## config.mk

```make
export PLATFORM = sky130hd
export DESIGN_NAME = srmf_top
export DESIGN_NICKNAME = d
export VERILOG_FILES = /design/src/design/srmf_pkg.sv /design/src/design/srmf_win_if.sv /design/src/design/srmf_pulse_window.sv /design/src/design/srmf_top.sv
export SDC_FILE = /design/constraint.sdc
export NUM_CORES = 1
export LEC_CHECK = 0
export ABC_AREA = 1
export BUFFER_PORTS_ARGS = -buffer_cell sky130_fd_sc_hd__buf_2
export CAP_MARGIN = 30
export CORE_MARGIN = 2
export CORE_UTILIZATION = 50
export DETAILED_ROUTE_END_ITERATION = 6
export GPL_TIMING_DRIVEN = 0
export PLACE_DENSITY = 0.68
export SYNTH_ARGS = -nofsm -noshare
export SYNTH_HDL_FRONTEND = slang
export SYNTH_HIERARCHICAL = 1
export SYNTH_SLANG_ARGS = --single-unit
export TNS_END_PERCENT = 100
```

## constraint.sdc

```tcl
create_clock -name clk -period 11.2 [get_ports clk]
set_input_delay 1.12 -clock clk [delete_from_list [all_inputs] [get_ports clk]]
set_output_delay 1.12 -clock clk [all_outputs]
set_load 0.03 [all_outputs]
```

## src/design/srmf_pkg.sv

```systemverilog
// Shared constants of the rectifier mode and fault supervisor
// How it works
// - Primary sense over its disable level for 500 ns kills drive until next valid cycle.
// - An open primary sense input reads as no signal, so drive stays off.
// - An open secondary sense input reads as zero, so drive stays off.
// - An open blanking program pin keeps the gate drive off.
// - Both sense inputs must pass their enable levels; a grounded input blocks drive.
// - A grounded blanking program pin selects the shortest blanking interval.
// - Below supply turn-on all is off; above it run bias starts the sequence.
// - Drive needs supply, primary over enable and dynamic levels, secondary over enable.
// - Above the standby frequency the block runs normal volt-second or dead-time control.
// - Volt-second turn-off rules while primary plus drive time fits the period limit.
// - Drive is cut at previous period minus dead-time margin when volt-second runs late.
// - Under 64 primary pulses in the entry window enters standby and stops drive.
// - Over 32 pulses in the exit window leaves standby; drive after four cycles.
// - A period above previous period times the fault factor blocks drive four cycles.
// - Another period fault during the four-cycle block restarts the block counter.
// - The dead-time margin is 600 ns.
// - The period fault factor is 150 percent.
// - Standby entry window is 12.8 ms, exit window is 2.56 ms.
// - Dynamic primary threshold is 85 percent of the previous cycle peak.
package srmf_pkg;
  // ****************************************
  // Clock and timing
  // ****************************************
  localparam int CLK_NS          = 20;
  localparam int OV_TIME_NS      = 500;
  localparam int OV_CYC          = (OV_TIME_NS + CLK_NS - 1) / CLK_NS;
  localparam int DT_MARGIN_NS    = 600;
  localparam int DT_MARGIN_CYC   = (DT_MARGIN_NS + CLK_NS - 1) / CLK_NS;
  localparam int BLK_MIN_NS      = 200;
  localparam int BLK_MIN_CYC     = (BLK_MIN_NS + CLK_NS - 1) / CLK_NS;
  localparam int BLK_MAX_NS      = 1000;
  localparam int BLK_MAX_CYC     = BLK_MAX_NS / CLK_NS;
  localparam int ENTRY_WIN_US    = 12800;
  localparam int ENTRY_WIN_CYC   = ENTRY_WIN_US * 1000 / CLK_NS;
  localparam int EXIT_WIN_US     = 2560;
  localparam int EXIT_WIN_CYC    = EXIT_WIN_US * 1000 / CLK_NS;
  // ****************************************
  // Counts and ratios
  // ****************************************
  localparam int ENTRY_MIN_PULSES = 64;
  localparam int EXIT_MIN_PULSES  = 32;
  localparam int FAULT_CYCLES     = 4;
  localparam int RESTART_CYCLES   = 4;
  localparam int FAULT_NUM        = 3;
  localparam int FAULT_DEN        = 2;
  localparam int DYN_PCT          = 85;
  // ****************************************
  // Widths and comparator levels in sense codes
  // ****************************************
  localparam int LVL_W = 10;
  localparam int PER_W = 16;
  localparam int BLK_W = 6;
  localparam logic [LVL_W-1:0] PRI_EN_CODE = 10'h0040;
  localparam logic [LVL_W-1:0] SEC_EN_CODE = 10'h0030;
  localparam logic [LVL_W-1:0] PRI_OV_CODE = 10'h0320;
endpackage : srmf_pkg

```

## src/design/srmf_win_if.sv

```systemverilog
// Carrier between the supervisor and its pulse window counter
`timescale 1ns/1ps
interface srmf_win_if;
  logic run;
  logic boundary;
  logic standby;
  logic enter_pulse;
  logic exit_pulse;
  modport ctrl (output run, output boundary, output standby, input enter_pulse, input exit_pulse);
  modport win  (input run, input boundary, input standby, output enter_pulse, output exit_pulse);
endinterface : srmf_win_if

```

## src/design/srmf_pulse_window.sv

```systemverilog
// Pulse counting window that decides standby entry and exit
`timescale 1ns/1ps
module srmf_pulse_window #(
  parameter int ENTRY_WIN = srmf_pkg::ENTRY_WIN_CYC,
  parameter int EXIT_WIN  = srmf_pkg::EXIT_WIN_CYC
) (
  // Clock and reset
  input  wire logic clk,
  input  wire logic rst_b,
  // Supervisor side
  srmf_win_if.win   w
);
  localparam logic [7:0] ENTRY_MIN = 8'(srmf_pkg::ENTRY_MIN_PULSES);
  localparam logic [7:0] EXIT_MIN  = 8'(srmf_pkg::EXIT_MIN_PULSES);

  logic [19:0] tmr;
  logic [7:0]  cnt;
  logic        mode_q;
  logic [7:0]  next_cnt;
  logic        win_end;
  logic        restart;

  // Count including the boundary of this very cycle so none is lost
  always_comb begin
    next_cnt = (w.boundary && cnt != 8'hff) ? cnt + 8'h01 : cnt;
    win_end  = w.standby ? (tmr == 20'(EXIT_WIN - 1)) : (tmr == 20'(ENTRY_WIN - 1));
    restart  = win_end || (w.standby != mode_q) || w.exit_pulse || w.enter_pulse;
  end

  // Window timer and pulse count, restarted on each mode change
  always_ff @(posedge clk or negedge rst_b) begin
    if (!rst_b) begin
      tmr    <= '0;
      cnt    <= '0;
      mode_q <= 1'b0;
    end else if (!w.run) begin
      tmr    <= '0;
      cnt    <= '0;
      mode_q <= 1'b0;
    end else begin
      mode_q <= w.standby;
      if (restart) begin
        tmr <= '0;
        cnt <= '0;
      end else begin
        tmr <= tmr + 20'h0_0001;
        cnt <= next_cnt;
      end
    end
  end

  // Exit fires as soon as the count passes, entry only at window end
  always_ff @(posedge clk or negedge rst_b) begin
    if (!rst_b) begin
      w.enter_pulse <= 1'b0;
      w.exit_pulse  <= 1'b0;
    end else begin
      w.enter_pulse <= w.run && !w.standby && (w.standby == mode_q) && !w.enter_pulse
                       && win_end && (next_cnt < ENTRY_MIN);
      w.exit_pulse  <= w.run && w.standby && (w.standby == mode_q) && !w.exit_pulse
                       && (next_cnt > EXIT_MIN);
    end
  end

  chk_entry_decide : assert property (@(posedge clk) disable iff (!rst_b)
    (w.run && !w.standby && mode_q == 1'b0 && !w.enter_pulse && win_end && next_cnt < ENTRY_MIN)
    |=> w.enter_pulse) else $error("standby entry missed");
  chk_exit_fast : assert property (@(posedge clk) disable iff (!rst_b)
    w.exit_pulse |-> $past(w.standby) && $past(next_cnt) > EXIT_MIN)
    else $error("standby exit without enough pulses");
endmodule : srmf_pulse_window

```

## src/design/srmf_top.sv

```systemverilog
// Mode and fault supervisor driving the rectifier gate
`timescale 1ns/1ps
module srmf_top #(
  parameter int ENTRY_WIN = srmf_pkg::ENTRY_WIN_CYC,
  parameter int EXIT_WIN  = srmf_pkg::EXIT_WIN_CYC
) (
  // Clock and reset
  input  wire logic                       clk,
  input  wire logic                       rst_b,
  // Supply and pin fault detectors
  input  wire logic                       supply_ok,
  input  wire logic                       pri_open,
  input  wire logic                       sec_open,
  input  wire logic                       blank_open,
  input  wire logic                       blank_short,
  // Sense levels and programmed blanking
  input  wire logic [srmf_pkg::LVL_W-1:0] primary_on_sense,
  input  wire logic [srmf_pkg::LVL_W-1:0] secondary_voltsec_sense,
  input  wire logic [srmf_pkg::BLK_W-1:0] blanking_program_pin,
  input  wire logic                       voltsec_done,
  // Outputs
  output      logic                       gate_drive_output,
  output      logic                       run_bias,
  output      logic                       standby_mode
);
  localparam int LW = srmf_pkg::LVL_W;
  localparam int PW = srmf_pkg::PER_W;
  localparam int BW = srmf_pkg::BLK_W;
  localparam logic [BW-1:0] BLK_MIN = BW'(srmf_pkg::BLK_MIN_CYC);
  localparam logic [BW-1:0] BLK_MAX = BW'(srmf_pkg::BLK_MAX_CYC);
  localparam logic [PW-1:0] DT_CYC  = PW'(srmf_pkg::DT_MARGIN_CYC);
  localparam logic [4:0]    OV_N    = 5'(srmf_pkg::OV_CYC);
  localparam logic [2:0]    FLT_N   = 3'(srmf_pkg::FAULT_CYCLES);
  localparam logic [2:0]    RST_N   = 3'(srmf_pkg::RESTART_CYCLES);

  // ****************************************
  // Dynamic threshold
  // ****************************************
  function automatic logic [LW-1:0] srmf_pct(input logic [LW-1:0] peak);
    logic [LW+7:0] prod;
    prod = {8'h00, peak} * (LW+8)'(srmf_pkg::DYN_PCT);
    srmf_pct = LW'(prod / (LW+8)'(100));
  endfunction : srmf_pct

  logic [LW-1:0] pri_lv, sec_lv, peak_cur, peak_prev, dyn_th;
  logic          pri_en, pri_qual, sec_en, ov_hi;
  logic [BW-1:0] blank_cyc, hi_cnt;
  logic          boundary, armed, pri_q, have_prev, ov_trip, gate_ok, limit_hit, fault_det;
  logic [PW-1:0] per_cnt, prev_per, on_cnt, drv_cnt, limit;
  logic [4:0]    ov_cnt;
  logic [2:0]    fault_cnt, restart_cnt;
  logic          standby;

  srmf_win_if wif ();

  // Open inputs read as zero; grounded inputs then fail the enable compare
  always_comb begin
    pri_lv    = pri_open ? '0 : primary_on_sense;
    sec_lv    = sec_open ? '0 : secondary_voltsec_sense;
    dyn_th    = srmf_pct(peak_prev);
    pri_en    = pri_lv > srmf_pkg::PRI_EN_CODE;
    sec_en    = sec_lv > srmf_pkg::SEC_EN_CODE;
    pri_qual  = pri_en && (pri_lv > dyn_th);
    ov_hi     = pri_lv > srmf_pkg::PRI_OV_CODE;
    // Grounded program pin gives the floor; out of range values are clamped
    if (blank_short || blanking_program_pin < BLK_MIN) begin
      blank_cyc = BLK_MIN;
    end else if (blanking_program_pin > BLK_MAX) begin
      blank_cyc = BLK_MAX;
    end else begin
      blank_cyc = blanking_program_pin;
    end
  end

  // Peak of each primary pulse becomes the next cycle's reference
  always_ff @(posedge clk or negedge rst_b) begin
    if (!rst_b) begin
      peak_cur  <= '0;
      peak_prev <= '0;
    end else if (!supply_ok || standby) begin
      peak_cur  <= '0;
      peak_prev <= '0;
    end else if (pri_en) begin
      peak_cur <= (pri_lv > peak_cur) ? pri_lv : peak_cur;
    end else if (peak_cur != '0) begin
      peak_prev <= peak_cur;
      peak_cur  <= '0;
    end
  end

  // ****************************************
  // Cycle boundary after blanking
  // ****************************************
  always_ff @(posedge clk or negedge rst_b) begin
    if (!rst_b) begin
      hi_cnt   <= '0;
      boundary <= 1'b0;
      pri_q    <= 1'b0;
    end else begin
      pri_q    <= pri_qual;
      hi_cnt   <= (pri_qual && hi_cnt != '1) ? hi_cnt + BW'(1) : (pri_qual ? hi_cnt : '0);
      boundary <= supply_ok && pri_qual && (hi_cnt == blank_cyc - BW'(1));
    end
  end

  // Period and on-time measured from the boundary
  always_ff @(posedge clk or negedge rst_b) begin
    if (!rst_b) begin
      per_cnt   <= '0;
      prev_per  <= '0;
      on_cnt    <= '0;
      have_prev <= 1'b0;
      armed     <= 1'b0;
    end else if (!supply_ok) begin
      per_cnt   <= '0;
      prev_per  <= '0;
      on_cnt    <= '0;
      have_prev <= 1'b0;
      armed     <= 1'b0;
    end else if (boundary) begin
      if (per_cnt != '0) begin
        prev_per  <= per_cnt;
        have_prev <= 1'b1;
      end
      per_cnt <= PW'(1);
      on_cnt  <= PW'(blank_cyc) + PW'(1);
      armed   <= 1'b1;
    end else begin
      per_cnt <= (per_cnt != '0 && per_cnt != '1) ? per_cnt + PW'(1) : per_cnt;
      if (pri_q && on_cnt != '1) begin
        on_cnt <= on_cnt + PW'(1);
      end
      if (armed && !pri_qual && pri_q) begin
        armed <= 1'b0;
      end
    end
  end

  // ****************************************
  // Faults
  // ****************************************
  // Overvoltage held past 500 ns blocks drive; cleared by the next valid boundary
  always_ff @(posedge clk or negedge rst_b) begin
    if (!rst_b) begin
      ov_cnt  <= '0;
      ov_trip <= 1'b0;
    end else begin
      ov_cnt <= ov_hi ? ((ov_cnt != OV_N) ? ov_cnt + 5'h01 : ov_cnt) : '0;
      if (ov_hi && ov_cnt == OV_N - 5'h01) begin
        ov_trip <= 1'b1;
      end else if (boundary && !ov_hi) begin
        ov_trip <= 1'b0;
      end
    end
  end

  // Period growth over 150 percent of the previous one, integer compare
  always_comb begin
    fault_det = have_prev && ({2'b00, per_cnt} * (PW+2)'(srmf_pkg::FAULT_DEN)
                > {2'b00, prev_per} * (PW+2)'(srmf_pkg::FAULT_NUM));
  end

  // Four-cycle block, reloaded by any fault inside it
  always_ff @(posedge clk or negedge rst_b) begin
    if (!rst_b) begin
      fault_cnt <= '0;
    end else if (!supply_ok) begin
      fault_cnt <= '0;
    end else if (boundary && fault_det) begin
      fault_cnt <= FLT_N;
    end else if (boundary && fault_cnt != '0) begin
      fault_cnt <= fault_cnt - 3'h1;
    end
  end

  // ****************************************
  // Standby and start-up
  // ****************************************
  assign wif.run      = supply_ok;
  assign wif.boundary = boundary;
  assign wif.standby  = standby;

  srmf_pulse_window #(
    .ENTRY_WIN(ENTRY_WIN),
    .EXIT_WIN (EXIT_WIN)
  ) u_win (
    .clk  (clk),
    .rst_b(rst_b),
    .w    (wif)
  );

  // Standby flag and the four-cycle delay after leaving it
  always_ff @(posedge clk or negedge rst_b) begin
    if (!rst_b) begin
      standby     <= 1'b0;
      restart_cnt <= '0;
    end else if (!supply_ok) begin
      standby     <= 1'b0;
      restart_cnt <= '0;
    end else if (wif.enter_pulse) begin
      standby <= 1'b1;
    end else if (wif.exit_pulse) begin
      standby     <= 1'b0;
      restart_cnt <= RST_N;
    end else if (boundary && restart_cnt != '0) begin
      restart_cnt <= restart_cnt - 3'h1;
    end
  end

  // ****************************************
  // Gate drive
  // ****************************************
  // Limit stays zero when the period is shorter than the margin, so no drive
  always_comb begin
    limit     = (prev_per > DT_CYC) ? prev_per - DT_CYC : '0;
    limit_hit = ({1'b0, on_cnt} + {1'b0, drv_cnt} + (PW+1)'(1)) >= {1'b0, limit};
    gate_ok   = supply_ok && !standby && !blank_open && !pri_open && !sec_open && sec_en
                && have_prev && fault_cnt == '0 && restart_cnt == '0 && !ov_trip;
  end

  // Drive opens after a qualified primary pulse, closes on volt-second or limit
  always_ff @(posedge clk or negedge rst_b) begin
    if (!rst_b) begin
      gate_drive_output <= 1'b0;
      drv_cnt           <= '0;
    end else if (!gate_ok || pri_en) begin
      gate_drive_output <= 1'b0;
      drv_cnt           <= '0;
    end else if (gate_drive_output) begin
      gate_drive_output <= !voltsec_done && !limit_hit;
      drv_cnt           <= drv_cnt + PW'(1);
    end else if (armed && pri_q && !pri_qual && !limit_hit) begin
      gate_drive_output <= 1'b1;
      drv_cnt           <= '0;
    end
  end

  // Status outputs, registered
  always_ff @(posedge clk or negedge rst_b) begin
    if (!rst_b) begin
      run_bias     <= 1'b0;
      standby_mode <= 1'b0;
    end else begin
      run_bias     <= supply_ok && !standby;
      standby_mode <= standby;
    end
  end

  chk_ov_block : assert property (@(posedge clk) disable iff (!rst_b)
    ov_trip |=> !gate_drive_output) else $error("drive during overvoltage");
  chk_open_pins : assert property (@(posedge clk) disable iff (!rst_b)
    (pri_open || sec_open || blank_open) |=> !gate_drive_output) else $error("drive with open pin");
  chk_blank_floor : assert property (@(posedge clk) disable iff (!rst_b)
    (blank_short && pri_qual && hi_cnt == BLK_MIN - BW'(1) && supply_ok) |=> boundary)
    else $error("short pin blanking not minimal");
  chk_supply_off : assert property (@(posedge clk) disable iff (!rst_b)
    !supply_ok |=> !gate_drive_output && !run_bias) else $error("active below turn-on");
  chk_drive_start : assert property (@(posedge clk) disable iff (!rst_b)
    $rose(gate_drive_output) |-> $past(armed && sec_en && !pri_en && !standby && fault_cnt == '0))
    else $error("drive started without enables");
  chk_dt_limit : assert property (@(posedge clk) disable iff (!rst_b)
    gate_drive_output |-> ({1'b0, on_cnt} + {1'b0, drv_cnt}) < {1'b0, limit})
    else $error("drive beyond dead-time limit");
  chk_voltsec_off : assert property (@(posedge clk) disable iff (!rst_b)
    (gate_drive_output && voltsec_done) |=> !gate_drive_output) else $error("volt-second end ignored");
  chk_fault_load : assert property (@(posedge clk) disable iff (!rst_b)
    (supply_ok && boundary && fault_det) |=> fault_cnt == FLT_N) else $error("fault block not loaded");
  chk_restart_wait : assert property (@(posedge clk) disable iff (!rst_b)
    (supply_ok && wif.exit_pulse) |=> restart_cnt == RST_N && !standby) else $error("exit delay not set");
endmodule : srmf_top

```

* After elaboration in Yosys (flattened, before gate mapping)
Cells that the tools add are included.
Widths: inputs -> output; s select.
** Storage, ports and cells
- Flip-flop bits (word level) :: 141
- Latch bits :: 0
- RAM bits :: 0
- Memory bits (read-only) :: 0
- Input bits :: 34
- Output and inout bits :: 3
- Word-level logic and storage cells :: 202
- Memories :: 0
** Operators by class
- Add/subtract/negate cells :: 14
- Multipliers :: 2
- Divide/modulo/power cells :: 1
- $lt $le $gt $ge :: 12
- Equality and inequality tests :: 24
- Shift operators :: 0
- Mux-type cells :: 56
- Bitwise operators :: 0
- Reductions and logical operators :: 69
** Operators with widths (number)
- $mux 16 :: 13
- $mux 10 :: 9
- $add 16x1->16 const B :: 3
- $mux 20 :: 2
- $logic_and 1x1->1 :: 36
- $ne 16x16->1 const B :: 2
- $mux 6 :: 4
- $mux 8 :: 3
- $mux 3 :: 7
- $ne 3x1->1 const B :: 7
- $add 20x1->20 const B :: 1
- $eq 20x17->1 const B :: 1
- $eq 20x20->1 const B :: 1
- $gt 10x10->1 :: 2
- $div 17x7->18 const B :: 1
- $gt 17x18->1 :: 1
- $mul 16x2->18 const B :: 1
- $add 16x16->17 :: 1
- $add 17x1->17 const B :: 1
- $ge 17x16->1 :: 1
- $mul 10x7->17 const B :: 1
- $gt 16x5->1 const B :: 1
- $mux 1 :: 16
- $reduce_bool 16->1 :: 1
- other kinds (31) :: 62

* Longest topological paths before layout
- Word-level depth :: 13
- Gate-level depth with buffers :: 84
- Gate-level depth less buffers :: 83

* By module
Netlist, hierarchy kept.
** By module, submodules not included
- srmf_top :: instances 1, cells each 1610, area each 11579.9 um^2, seq. area each 2752.6 um^2
- srmf_pulse_window :: instances 1, cells each 226, area each 1732.9 um^2, seq. area each 775.7 um^2

* Worst setup path after synthesis
Ideal clock, no wire load.
- Path type :: register -> register
- From :: register peak_prev[1]
- To :: register drv_cnt[15]
- Library setup time :: 0.140 ns
- Arrival time :: 8.630 ns
- Data required time :: 11.060 ns
- Setup slack :: 2.431 ns
- Stages on the path, launching flop included :: 75
- Path buffers :: 1
- Period minus slack after synthesis :: 8.769 ns
- Path through :: dfrtp_1 ha_1 fa_1 fa_1 ha_1 a21o_1 ha_1 nand2_1 inv_1 nand2_1 nand2_1 a21oi_1 o21ai_2 xor2_1 inv_2 nand3_1 inv_1 o211ai_1 (+39 left out) nor2_1 nand2_1 nand2_1 ha_1 inv_1 a21oi_1 nor2_1 a211oi_1 o21ai_0 a221oi_1 o21ai_0 nand3_1 inv_1 nor2_1 nand2_1 nand3_1 clkbuf_1 o32ai_1
** On the way
- Word-level cells in the longest chain between the ends :: 8
** RTL lines
- start: declaration :: RTL line srmf_top.sv:45 : logic [LW-1:0] pri_lv, sec_lv, peak_cur, peak_prev, dyn_th;
- start signal: assignment :: RTL line srmf_top.sv:86 : peak_prev <= peak_cur;
- $mul 10x7->17 :: RTL line srmf_top.sv:41 : prod = {8'h00, peak} * (LW+8)'(srmf_pkg::DYN_PCT);
- $div 17x7->18 :: RTL line srmf_top.sv:42 : srmf_pct = LW'(prod / (LW+8)'(100));
- $gt 10x10->1 :: RTL line srmf_top.sv:63 : pri_qual = pri_en && (pri_lv > dyn_th);
- $logic_and 1x1->1 :: RTL line srmf_top.sv:63
- named net pri_qual :: RTL line srmf_top.sv:46 : logic pri_en, pri_qual, sec_en, ov_hi;
- $logic_not 1->1 :: RTL line srmf_top.sv:232 : end else if (armed && pri_q && !pri_qual && !limit_hit) begin
- $logic_and 1x1->1 (2 in series) :: RTL line srmf_top.sv:232
- $reduce_bool 3->1 (no source line)
- end signal: assignment :: RTL line srmf_top.sv:231 : drv_cnt <= drv_cnt + PW'(1);
- end: declaration :: RTL line srmf_top.sv:49 : logic [PW-1:0] per_cnt, prev_per, on_cnt, drv_cnt, limit;
The timed path passes the listed nets, and every way through them passes these cells.
A chain may end at the register's enable or synchronous reset.

* Worst setup path after layout
- From :: register peak_prev[3]
- To :: register drv_cnt[0]
The elaborated chain is that of the path after synthesis.

==> flow_summary_export.csv <==
group,metric,value,unit
run_status,outcome,"complete, no violations",
setup_path,cpMostUsedCell,"nand2_4",
placement,dpl.hpwl,25000,um
setup_path,crit_buf_inv,3,
setup_path,crit_cells,71,
route,m1WireLength,15000,um
floorplan,rows,59,
setup_path,required,11.48,ns
setup_path,cp_slowest_cell,"fa_1",
floorplan,die-height,167,um
setup_path,worstPathArrival,10.33,ns
synth,ys_warn_count,6,
layout,nets,2095,
global_route,gr-total-overflow,0,
setup_path,worst-path-max-fanout,10,
sta,period_needed,10.05,ns
layout,instances_no_fill,2241,
global_route,grt_usage,23.3,%
power,seq_power_share,18.1,%
synth,syn_inst,1836,
route,avgViaCountPerCell,5.32,
synth,synthDominantCellAreaShare,26.5,%
sta,tightest_slew,0.921,ns
sta,finalHoldViolCount,0,
job,cap_violations,0,
synth,ys.flop_type,"dfrtp_1",
placement,port_buffers,36,
clocking,numClockSinks,141,
power,comb_power_share,63.4,%
clocking,cts_root_buf,"clkbuf_16",
route,dr.pass1.iters,5,
route,wl,31500,um
clocking,cts_max_path_buffers,2,
route,drtIter0Drc,739,
route,drc,0,
floorplan,die_area,27900,sq um
route,wl_met3,787,um
clocking,cts_made_buffers,17,
layout,drive_gt1_share,10.0,%
sta,rsz0062_at_grt,"false",
setup_path,criticalPathCategory,"reg -> reg",
sta,max_freq,0.0995,GHz
sta,setup_viol,0,
placement,dp_cells,2209,
setup_path,r2r_cells,71,
route,wl_met2,15300,um
layout,syn_to_final_growth,9.25,%
floorplan,boundaryPins,37,
clocking,cts_hold_buf,0,
synth,yosysSeqAreaShare,26.5,%
power,clkPwrFrac,18.5,%
floorplan,start_util,50.9,%
placement,place_congestion,0.855,
synth,synth_top_area_cell,"dfrtp_1",
synth,synthTopCellsByArea,"dfrtp_1, ha_1, nand2_1",
sta,fin_skew,0.0132,ns
global_route,grt_pass1_vias,11407,
clocking,h-tree-depth,4,
power,p_sw,0.00157,W
route,postRouteAntennaNets,0,
sta,fin_tns_setup,0,ns
route,top_layer,"met4",
global_route,grt_pass1_wl,54200,um
sta,max_slew_margin,38.4,%
power,leakagePower,7.37,nW
sta,final_max_slew_viol_count,0,
route,routedWlPerCell,14.1,um
synth,async_reset_ff_share,100,%
worst_hold_path,whs_path_depth,1,
power,power_per_cell_area,214,nW/um^2
synth,synth_edf_count,0,
synth,synth_nets,2038,
setup_path,path_delay_family,"simple AND/OR/NAND/NOR gates",
floorplan,die_w,167,um
route,vias,11931,
clocking,cts_tree,"built",
synth,synth-seq-cells,141,
synth,synth.cell_area,13300,sq um
setup_path,cpPeakStageDelay,0.53,ns
sta,fin_crit_sh,89.7,%
global_route,antenna_found_initial,0,
power,internal_power,0.00155,W
floorplan,fp.coreArea,26100,sq um
setup_path,endpoint_kind,"flip-flop",
power,netSwitchingFraction,50.3,%
synth,yosys.cell_types.count,62,
clocking,clk_pin_slew,0.07,ns
setup_path,setup.worst_path.start_class,"flip-flop",
synth,syn-mean-instance-area,7.25,sq um
layout,antenna_cells,0,
worst_hold_path,holdCritPathClass,"reg -> reg",
power,ir_worst_vdd,0.000194,V
global_route,grt_max_degree,79,
clocking,clock_latency,0.44,ns
## cell usage after synthesis, types with 3 or more instances
cell,instances
nand2_1,363
inv_1,279
nor2_1,172
ha_1,156
dfrtp_1,141
nand3_1,135
a21oi_1,96
o21ai_0,86
xor2_1,55
nor3_1,45
nand2_2,36
nand4_1,29
o22ai_1,24
nand2_4,23
xnor2_1,15
clkbuf_1,14
inv_2,14
fa_1,12
nor4_1,11
o21bai_1,10
nor2_4,9
a31oi_1,8
nand4_2,8
o31ai_1,8
nand3_2,7
a211oi_1,6
a21o_1,6
nand3b_1,6
o21ai_1,6
o211ai_1,5
o32ai_1,5
o21ai_2,3
or2_2,3
## layout by cell type (no fill, tap or decap), drive strengths merged, types with 4 or more instances in the layout
master / synthesis / final
ha: 156 / 156
nor2: 183 / 183
xor2: 56 / 56
o21ai: 95 / 95
inv: 293 / 300
clkbuf: 14 / 31
nand4: 37 / 37
a21oi: 97 / 97
nand3b: 6 / 6
nand3: 143 / 143
clkinv: 2 / 5
a31oi: 8 / 8
fa: 12 / 12
dfrtp: 141 / 141
buf: 4 / 42
nor4: 12 / 12
o22ai: 24 / 24
o31ai: 8 / 8
clkinvlp: 0 / 4
a211oi: 6 / 6
o21bai: 11 / 11
xnor2: 15 / 15
o211ai: 6 / 6
nand2: 423 / 423
a21o: 7 / 7
nor3: 47 / 47
o32ai: 5 / 5
## metrics by stage
stage	util, %	area [sq um]	setup WS (ns)	power, W	hold WS [ns]
after floorplan	-	13300	2.43	0.00220	0.422
after global placement	53.2	13900	0.907	0.00250	0.444
after detailed placement	53.4	13900	0.684	0.00255	0.456
after CTS	55.6	14500	0.637	0.00313	0.465
after global routing	55.7	14500	0.0761	0.00348	0.477
final	55.7	14500	1.15	0.00312	0.463
## logic make-up after synthesis
logic type,synth area share [%]
simple gates,30.9
xor+xnor,4.73
fa+ha+maj,16.5
mux,0.0752
compound gates,12.4
buf+inv,8.97
flops,26.5
## path summary, 6_finish.rpt
path / from / slack (ns) / endpoint
max in group asynchronous: rst_b / 9.73 / u_win/cnt[0]$_DFF_PN0_
hold / removal: u_win/tmr[0]$_DFF_PN0_ / 0.46 / u_win/tmr[0]$_DFF_PN0_
min in group asynchronous: rst_b / 0.66 / per_cnt[13]$_DFFE_PN0P_
setup / recovery: peak_prev[3]$_DFFE_PN0P_ / 1.15 / drv_cnt[0]$_DFFE_PN0P_
hold reg to reg: u_win/tmr[0]$_DFF_PN0_ / 0.46 / u_win/tmr[0]$_DFF_PN0_
setup reg to reg: peak_prev[3]$_DFFE_PN0P_ / 1.15 / drv_cnt[0]$_DFFE_PN0P_
## flip-flops by register name, summed over array words and instances (netlist names), 3 cells and up
name         cells
on_cnt          16
drv_cnt         16
per_cnt         16
fault_cnt        3
restart_cnt      3
ov_cnt           5
prev_per        16
peak_prev       10
hi_cnt           6
u_win/cnt        8
peak_cur        10
u_win/tmr       20
## worst register-to-register path: cells and delay by family, from the launching register on
family	cells	cell delay, ns
DFF	1	0.42
buffers and inverters	3	0.46
muxes	1	0.11
adders and majority gates	6	2.18
AOI/OAI and AO/OA	6	0.99
and+or+nand+nor	55	5.69
## cell type report
cell class / instances / area [sq um]
Timing Repair Buffer: 38 / 218
Clock buffer: 17 / 425
Tap cell: 335 / 419
Clock inverter: 15 / 155
Fill cell: 2537 / 11600
Buffer: 18 / 87.6
Inverter: 295 / 1110
Sequential cell: 141 / 3530
Multi-Input combinational cell: 1382 / 8600
## metal layers
layer / vias up / track usage [%]
met5: - / 0
met4: 0 / 5.44
met3: 30 / 3.05
met2: 157 / 40.1
met1: 5552 / 31.3
li1: 6192 / -
## power groups by stage
| stage | Combinational [W] | Clock [W] | Sequential, W |
|---|---|---|---|
| global placement | 0.00193 | 0 | 0.000573 |
| finish | 0.00197 | 0.000577 | 0.000564 |
| CTS | 0.00198 | 0.000589 | 0.000564 |
| detailed placement | 0.00198 | 0 | 0.000573 |
| floorplan | 0.00164 | 0 | 0.000564 |
| global route | 0.00230 | 0.000612 | 0.000569 |
## repair_timing
item                                    4_1_cts  5_1_grt
resized for setup                             0        5
endpoints found under the setup margin        0       10
setup buffers                                 0        0
No activity file was read; power rests on OpenSTA's default activity.
